### config.mk
export PLATFORM = sky130hd
export DESIGN_NAME = spu_stack_pointer
export DESIGN_NICKNAME = d
export VERILOG_FILES = /design/src/core/spu_byte_reg.v /design/src/core/spu_stack_pointer.v
export VERILOG_INCLUDE_DIRS = /design/src /design/src/core
export SDC_FILE = /design/constraint.sdc
export NUM_CORES = 1
export LEC_CHECK = 0
export ABC_AREA = 1
export BUFFER_PORTS_ARGS = -buffer_cell sky130_fd_sc_hd__buf_2
export CORE_MARGIN = 4
export CORE_UTILIZATION = 30
export CTS_CLUSTER_DIAMETER = 80
export CTS_CLUSTER_SIZE = 20
export DETAILED_ROUTE_END_ITERATION = 12
export HOLD_SLACK_MARGIN = 0.1
export PLACE_DENSITY_LB_ADDON = 0.3
export SETUP_SLACK_MARGIN = 0.1
export SLEW_MARGIN = 40
export SYNTH_ARGS = -nofsm -noshare
export SYNTH_HDL_FRONTEND = slang
export SYNTH_SLANG_ARGS = --single-unit
### constraint.sdc
create_clock -name clock_i -period 3.6 [get_ports clock_i]
set_input_delay 0.18 -clock clock_i [delete_from_list [all_inputs] [get_ports clock_i]]
set_output_delay 0.18 -clock clock_i [all_outputs]
set_load 0.01 [all_outputs]
### src/core/spu_defines.vh
`ifndef SPU_DEFINES_VH
`define SPU_DEFINES_VH
// I/O-space addresses of the pointer bytes
`define SPU_ADDR_LOW        6'h3D
`define SPU_ADDR_HIGH       6'h3E
`define SPU_IO_AW           6
// Pointer bytes after reset
`define SPU_RST_LOW         8'h00
`define SPU_RST_HIGH        8'h00
// Pointer step sizes
`define SPU_STEP_BYTE       16'h0001
`define SPU_STEP_ADDR       16'h0002
// Bit positions of the two bytes inside the pointer
`define SPU_HIGH_MSB        15
`define SPU_HIGH_LSB        8
`define SPU_LOW_MSB         7
`define SPU_LOW_LSB         0
`endif

### src/core/spu_byte_reg.v
`timescale 1ns/10ps
// One software-writable pointer byte
module spu_byte_reg #(
   parameter [7:0] RESET_VAL = 8'h00
) (
   input  wire       clock_i,
   input  wire       rst_i,
   input  wire       sw_we_i,
   input  wire [7:0] sw_data_i,
   input  wire       hw_we_i,
   input  wire [7:0] hw_data_i,
   output reg  [7:0] value_o
);
   // Software write wins over a same-cycle stack step
   always @(posedge clock_i or posedge rst_i) begin
      if (rst_i) begin
         value_o <= RESET_VAL;
      end else if (sw_we_i) begin
         value_o <= sw_data_i;
      end else if (hw_we_i) begin
         value_o <= hw_data_i;
      end
   end
endmodule // spu_byte_reg

### src/core/spu_stack_pointer.v
`timescale 1ns/10ps
`include "spu_defines.vh"
////////////////////////////////////////////////////////////////////////////
module spu_stack_pointer #(
   parameter HAS_HIGH = 1
) (
   input  wire                   clock_i,
   input  wire                   rst_i,
   input  wire                   push_i,
   input  wire                   pop_i,
   input  wire                   call_i,
   input  wire                   subroutine_return_op_i,
   input  wire                   interrupt_return_op_i,
   input  wire                   io_we_i,
   input  wire                   io_re_i,
   input  wire [`SPU_IO_AW-1:0]  io_addr_i,
   input  wire [7:0]             io_wdata_i,
   output reg  [7:0]             io_rdata_o,
   output reg                    io_hit_o,
   output wire [15:0]            stack_ptr_o,
   output wire [15:0]            sram_addr_o
);
   ////////////////////////////////////////////////////////////////////////
   // Stack operation after priority
   localparam [2:0] OP_IDLE = 3'b000;
   localparam [2:0] OP_PUSH = 3'b001;
   localparam [2:0] OP_CALL = 3'b010;
   localparam [2:0] OP_POP  = 3'b011;
   localparam [2:0] OP_RET  = 3'b100;

   // Pointer byte selected by the I/O address
   localparam [1:0] SEL_NONE = 2'b00;
   localparam [1:0] SEL_LOW  = 2'b01;
   localparam [1:0] SEL_HIGH = 2'b10;

   wire [7:0]  stack_ptr_low;
   wire [7:0]  stack_ptr_high;
   wire [7:0]  high_q;
   wire [15:0] stack_ptr;
   reg  [2:0]  op_code;
   reg         step_en;
   reg         step_up;
   reg  [15:0] step_size;
   wire [15:0] next_ptr;
   wire [7:0]  next_low;
   wire [7:0]  next_high;
   reg  [1:0]  io_sel;
   wire        we_low;
   wire        we_high;
   reg  [7:0]  rdata_d;
   reg         hit_d;

   ////////////////////////////////////////////////////////////////////////
   // Absent high byte reads as zero
   assign stack_ptr_high = (HAS_HIGH != 0) ? high_q : 8'h00;
   assign stack_ptr      = {stack_ptr_high, stack_ptr_low};

   ////////////////////////////////////////////////////////////////////////
   // One operation per cycle: push, call, pop, then returns
   always @* begin
      op_code = OP_IDLE;
      if (push_i) begin
         op_code = OP_PUSH;
      end else if (call_i) begin
         op_code = OP_CALL;
      end else if (pop_i) begin
         op_code = OP_POP;
      // Both return kinds step alike
      end else if (subroutine_return_op_i || interrupt_return_op_i) begin
         op_code = OP_RET;
      end
   end

   ////////////////////////////////////////////////////////////////////////
   // Downward growth steps
   always @* begin
      step_en   = 1'b1;
      step_up   = 1'b0;
      step_size = `SPU_STEP_BYTE;
      case (op_code)
         OP_PUSH: begin
            step_up   = 1'b0;
            step_size = `SPU_STEP_BYTE;
         end
         OP_CALL: begin
            step_up   = 1'b0;
            step_size = `SPU_STEP_ADDR;
         end
         OP_POP: begin
            step_up   = 1'b1;
            step_size = `SPU_STEP_BYTE;
         end
         OP_RET: begin
            step_up   = 1'b1;
            step_size = `SPU_STEP_ADDR;
         end
         // No operation: pointer holds
         default: begin
            step_en   = 1'b0;
            step_up   = 1'b0;
            step_size = `SPU_STEP_BYTE;
         end
      endcase
   end

   // Wraps modulo the implemented pointer width
   assign next_ptr  = step_up ? (stack_ptr + step_size)
                              : (stack_ptr - step_size);
   assign next_low  = next_ptr[`SPU_LOW_MSB:`SPU_LOW_LSB];
   assign next_high = next_ptr[`SPU_HIGH_MSB:`SPU_HIGH_LSB];

   ////////////////////////////////////////////////////////////////////////
   // I/O address decode
   always @* begin
      case (io_addr_i)
         `SPU_ADDR_LOW: begin
            io_sel = SEL_LOW;
         end
         `SPU_ADDR_HIGH: begin
            io_sel = (HAS_HIGH != 0) ? SEL_HIGH : SEL_NONE;
         end
         default: begin
            io_sel = SEL_NONE;
         end
      endcase
   end

   // Software write next cycle
   // A write beats a same-cycle step for its own byte only
   assign we_low  = io_we_i && (io_sel == SEL_LOW);
   assign we_high = io_we_i && (io_sel == SEL_HIGH);

   ////////////////////////////////////////////////////////////////////////
   // Low pointer byte
   spu_byte_reg #(
      .RESET_VAL (`SPU_RST_LOW)
   ) u_low (
      .clock_i   (clock_i),
      .rst_i     (rst_i),
      .sw_we_i   (we_low),
      .sw_data_i (io_wdata_i),
      .hw_we_i   (step_en),
      .hw_data_i (next_low),
      .value_o   (stack_ptr_low)
   );

   generate
      if (HAS_HIGH != 0) begin : g_high
         spu_byte_reg #(
            .RESET_VAL (`SPU_RST_HIGH)
         ) u_high (
            .clock_i   (clock_i),
            .rst_i     (rst_i),
            .sw_we_i   (we_high),
            .sw_data_i (io_wdata_i),
            .hw_we_i   (step_en),
            .hw_data_i (next_high),
            .value_o   (high_q)
         );
      end else begin : g_no_high
         // Eight-bit pointer wraps inside the low byte
         assign high_q = 8'h00;
      end
   endgenerate

   ////////////////////////////////////////////////////////////////////////
   // SRAM address from pointer
   // Both outputs are the flopped bytes, no extra logic
   assign stack_ptr_o = stack_ptr;
   assign sram_addr_o = stack_ptr;

   ////////////////////////////////////////////////////////////////////////
   // Read data select
   always @* begin
      hit_d   = 1'b0;
      rdata_d = 8'h00;
      if (io_re_i) begin
         case (io_sel)
            SEL_LOW: begin
               hit_d   = 1'b1;
               rdata_d = stack_ptr_low;
            end
            SEL_HIGH: begin
               hit_d   = 1'b1;
               rdata_d = stack_ptr_high;
            end
            default: begin
               hit_d   = 1'b0;
               rdata_d = 8'h00;
            end
         endcase
      end
   end

   // Registered read data
   // Read data is the byte as it stood at the read edge
   always @(posedge clock_i or posedge rst_i) begin
      if (rst_i) begin
         io_rdata_o <= 8'h00;
         io_hit_o   <= 1'b0;
      end else begin
         io_rdata_o <= rdata_d;
         io_hit_o   <= hit_d;
      end
   end
endmodule // spu_stack_pointer

==> flow_summary.html <==
<table>
<tr><th>Metric</th><th>Value</th></tr>
<tr><th colspan="2">Status</th></tr>
<tr><td>Status</td><td>completed</td></tr>
<tr><th colspan="2">CTS</th></tr>
<tr><td>Clock edge transition at the registers on the reported setup and hold paths</td><td>80 ps</td></tr>
<tr><td>Clock Path Buffers</td><td>2</td></tr>
<tr><td>Clock root buffer</td><td>clkbuf_8</td></tr>
<tr><td>Skew-Pair Late Insertion Delay</td><td>260 ps</td></tr>
<tr><td>Post-CTS sizing</td><td>0</td></tr>
<tr><td>Clock tree from TritonCTS</td><td>yes</td></tr>
<tr><td>Number of levels in the clock H-tree</td><td>1</td></tr>
<tr><td>Number of buffers created by CTS</td><td>3</td></tr>
<tr><td>TritonCTS Sinks</td><td>25</td></tr>
<tr><th colspan="2">Routing</th></tr>
<tr><td>Antenna Nets Post-Route</td><td>0</td></tr>
<tr><td>Detailed-route wire length</td><td>6110 um</td></tr>
<tr><td>Number of vias in the routed layout</td><td>2131</td></tr>
<tr><td>Residual DRC</td><td>0</td></tr>
<tr><td>Initial drt markers</td><td>104</td></tr>
<tr><td>Via density per instance</td><td>4.61</td></tr>
<tr><td>Detailed-routing wirelength on met1</td><td>2840 um</td></tr>
<tr><td>Length of routed met2 wiring</td><td>roughly 2900 um</td></tr>
<tr><td>Highest metal used</td><td>met4</td></tr>
<tr><td>Detailed route wirelength on metal3</td><td>230 um</td></tr>
<tr><td>Drt pass-1 iters</td><td>4</td></tr>
<tr><td>Per-cell routed wire length</td><td>13.2 um</td></tr>
<tr><th colspan="2">Floorplanning</th></tr>
<tr><td>Die outline area</td><td>8580 sq um</td></tr>
<tr><td>Horizontal die dimension</td><td>92.6 um</td></tr>
<tr><td>Site Rows</td><td>30</td></tr>
<tr><td>Number of top-level pins</td><td>64</td></tr>
<tr><td>Die Span Y</td><td>92.6 um</td></tr>
<tr><td>Floorplan Core Area</td><td>6870 sq um</td></tr>
<tr><td>Initial Util</td><td>31.3%</td></tr>
<tr><th colspan="2">Final layout</th></tr>
<tr><td>Area growth from synthesis to layout</td><td>16.6%</td></tr>
<tr><td>Final cell utilization of the core</td><td>36.5%</td></tr>
<tr><td>Leading cell types in the layout, fill and taps excluded</td><td>nand2_1, buf_2, inv_1</td></tr>
<tr><td>Share of layout cells above drive strength 1</td><td>around 22%</td></tr>
<tr><td>Commonest non-fill, non-tap cell in the layout</td><td>nand2_1</td></tr>
<tr><td>Final standard cell area without fillers</td><td>2510 sq um</td></tr>
<tr><td>Count of nets after finishing</td><td>408</td></tr>
<tr><td>Antenna fix cells</td><td>0</td></tr>
<tr><th colspan="2">Worst setup path</th></tr>
<tr><td>Critical Path Source Type</td><td>primary input</td></tr>
<tr><td>Critical path arrival</td><td>2160 ps</td></tr>
<tr><td>Count of buffer and inverter cells on the critical path</td><td>1</td></tr>
<tr><td>Highest cell delay on the worst timing path</td><td>530 ps</td></tr>
<tr><td>Setup slack of the most critical reg-to-reg path</td><td>1650 ps</td></tr>
<tr><td>Crit Path Class</td><td>primary input to flop</td></tr>
<tr><td>Cell family contributing the most delay on the critical path</td><td>simple AND/OR/NAND/NOR gates</td></tr>
<tr><td>Most common cell type on the critical path</td><td>nand2_1</td></tr>
<tr><td>Startpoint of the most critical setup path</td><td>call_i</td></tr>
<tr><td>Worst r2r src</td><td>u_low.value_o[0]$_DFFE_PP0P_</td></tr>
<tr><td>Largest fanout of any net on the critical path</td><td>14</td></tr>
<tr><td>Slowest cell on the critical path</td><td>ha_1</td></tr>
<tr><td>Worst setup EP type</td><td>flop</td></tr>
<tr><td>Required time at the endpoint of the critical path</td><td>~3800 ps</td></tr>
<tr><td>Cell-by-cell listing of the critical path</td><td>buf_2 &gt; nor2_2 &gt; nand2_1 &gt; ha_1 &gt; nand2_1 &gt; nor2_1 &gt; nand3_1 &gt; nand3_1 &gt; nand2_1 &gt; nand3_1 &gt; nand2_1</td></tr>
<tr><th colspan="2">Synthesis</th></tr>
<tr><td>Post-synthesis average cell area</td><td>6.80 sq um</td></tr>
<tr><td>Syn Std Cell Area</td><td>2150 sq um</td></tr>
<tr><td>XOR/XNOR share of the synthesized area</td><td>2.44%</td></tr>
<tr><td>Total of flip-flops plus latches after synthesis</td><td>25</td></tr>
<tr><td>Multiplexer share of the synthesized area</td><td>0%</td></tr>
<tr><td>Share of synthesized area occupied by flip-flops and latches</td><td>29.1%</td></tr>
<tr><td>Share of Yosys cell area claimed by the top area cell type</td><td>29.1%</td></tr>
<tr><td>Warnings from Yosys</td><td>0</td></tr>
<tr><td>Main combinational cell family by area after synthesis</td><td>simple AND/OR/NAND/NOR gates</td></tr>
<tr><td>Share of the synthesized area in compound gates (AO/OA/AOI/OAI)</td><td>10.7%</td></tr>
<tr><td>Net count of the mapped netlist</td><td>~360</td></tr>
<tr><td>Library cell with the largest summed area after synthesis</td><td>dfrtp_1</td></tr>
<tr><td>Synth area leaders</td><td>dfrtp_1, nand2_1, ha_1, inv_1, buf_4</td></tr>
<tr><td>Synth Instances</td><td>316</td></tr>
<tr><td>Synth async-reset ratio</td><td>between 90% and 100%</td></tr>
<tr><td>Most used flip-flop cell after synthesis</td><td>dfrtp_1</td></tr>
<tr><td>Post-synthesis share of cell area spent on and, or, nand and nor gates</td><td>32.1%</td></tr>
<tr><td>Number of enable flip-flop cells after synthesis</td><td>0</td></tr>
<tr><td>Post-Synth Adder-Cell Area</td><td>between 10 and 15%</td></tr>
<tr><td>Count of distinct cell types in the synthesized netlist</td><td>30</td></tr>
<tr><th colspan="2">Timing</th></tr>
<tr><td>Final number of hold-violating endpoints</td><td>0</td></tr>
<tr><td>Transition time at the pin with the least slew margin</td><td>528 ps</td></tr>
<tr><td>Final worst setup slack</td><td>1600 ps</td></tr>
<tr><td>Fmax</td><td>500 MHz</td></tr>
<tr><td>Unrepaired setup endpoints after global routing</td><td>false</td></tr>
<tr><td>Hold Slack</td><td>140 ps</td></tr>
<tr><td>Share of the cycle needed by the critical path after routing</td><td>around 56%</td></tr>
<tr><td>Setup clock skew after layout</td><td>1.28 ps</td></tr>
<tr><td>Remaining max-slew budget at the tightest pin</td><td>between 60% and 70%</td></tr>
<tr><td>Post-layout min period</td><td>~2000 ps</td></tr>
<tr><td>Final setup fails</td><td>0</td></tr>
<tr><td>Total negative slack for setup checks</td><td>0 ps</td></tr>
<tr><td>Max-slew violations</td><td>0</td></tr>
<tr><th colspan="2">Placement</th></tr>
<tr><td>Number of buffer cells added on primary ports</td><td>63</td></tr>
<tr><td>Setup Slack @ Placement</td><td>approximately 1300 ps</td></tr>
<tr><td>Placer Congestion</td><td>0.883</td></tr>
<tr><td>Half-perimeter wire length after placement</td><td>5040 um</td></tr>
<tr><td>Placement Cell Area</td><td>between 2000 and 2500 sq um</td></tr>
<tr><th colspan="2">Power</th></tr>
<tr><td>Static power due to leakage</td><td>1.40 nW</td></tr>
<tr><td>Worst VDD drop</td><td>roughly 0.18 mV</td></tr>
<tr><td>Power density of the placed cells</td><td>817 nW/um^2</td></tr>
<tr><th colspan="2">Job</th></tr>
<tr><td>Max Cap Violations</td><td>0</td></tr>
<tr><th colspan="2">Global route</th></tr>
<tr><td>Vias in the first global route</td><td>roughly 2000</td></tr>
<tr><td>Number of antenna violations at the first check in global routing</td><td>0</td></tr>
<tr><td>Remaining global-route overflow</td><td>0</td></tr>
<tr><td>First-pass GRT wire length</td><td>9790 um</td></tr>
<tr><td>Tot GR Track Use</td><td>14.2%</td></tr>
<tr><td>Pin count of the biggest net entering global routing</td><td>26</td></tr>
<tr><th colspan="2">Min path</th></tr>
<tr><td>Path class of the lowest-slack min-delay path</td><td>primary input to flop</td></tr>
<tr><td>Hold Crit Start</td><td>io_re_i</td></tr>
</table>
## flip-flops by register name (all words and copies together), names as in the netlist
signal	flops
io_hit_o	1
g_high.u_high.value_o	8
io_rdata_o	8
u_low.value_o	8
## cell families (layout without fill, tap and decap cells)
| group | count (synthesis) | after routing |
|---|---|---|
| AND/OR/NAND/NOR | 161 | 161 |
| AO/OA/AOI/OAI | 38 | 38 |
| adder cells (fa/ha/maj) | 18 | 18 |
| buffers and inverters | 68 | 118 |
| flip-flops | 25 | 25 |
| XOR/XNOR | 6 | 6 |
## power breakdown
| group | total (mW) | switching [mW] | internal [mW] |
|---|---|---|---|
| clock network | 0.166 | 0.0871 | 0.0791 |
| logic | 1.33 | 0.796 | 0.537 |
| registers | 0.550 | 0.167 | 0.383 |
## metal layers
| metal | up-vias | track usage [%] |
|---|---|---|
| met5 | - | 0 |
| met4 | 0 | 5.13 |
| met3 | 10 | 0.812 |
| met2 | 59 | 24.0 |
| met1 | 970 | 19.0 |
| li1 | 1092 | - |
## final timing paths
check | endpoint | depth (start not counted)
max | g_high.u_high.value_o[4]$_DFFE_PP0P_ | 11
min | io_hit_o$_DFF_PP0_ | 3
max reg2reg | g_high.u_high.value_o[4]$_DFFE_PP0P_ | 10
min reg2reg | io_rdata_o[0]$_DFF_PP0_ | 2
max in group asynchronous | io_rdata_o[4]$_DFF_PP0_ | 3
min in group asynchronous | io_hit_o$_DFF_PP0_ | 3
## stage by stage
step | power (mW) | instances
3_3_place_gp | 1.89 | 457
2_1_floorplan | 1.56 | 316
5_1_grt | 2.28 | 462
6_report | 2.05 | 462
3_5_place_dp | 1.89 | 457
4_1_cts | 2.06 | 462
## synth_stat cells, drive strengths merged (3+ instances only)
library cell / n
a21oi: 16
a22oi: 13
buf: 18
dfrtp: 25
ha: 17
inv: 50
nand2: 112
nand3: 16
nand3b: 4
nor2: 20
nor3: 3
o21ai: 5
o22ai: 3
xnor2: 4
## tightest hold or removal path, cell delays in order
cell    delay, ps
buf_2          90
inv_1          50
nor2_1         50
## cell type report
type                    count  area, sq um
fillers                   751         4360
multi-input cells         223         1200
flip-flops and latches     25          626
repair buffers             64          325
inverters                  50          188
well taps                  96          120
clock buffers               4         45.0
## what timing repair did
item	CTS	global route
buffers inserted	0	0
hold buffers	1	0
hold endpoints to repair	25	0
No activity file was read; power rests on OpenSTA's default activity.
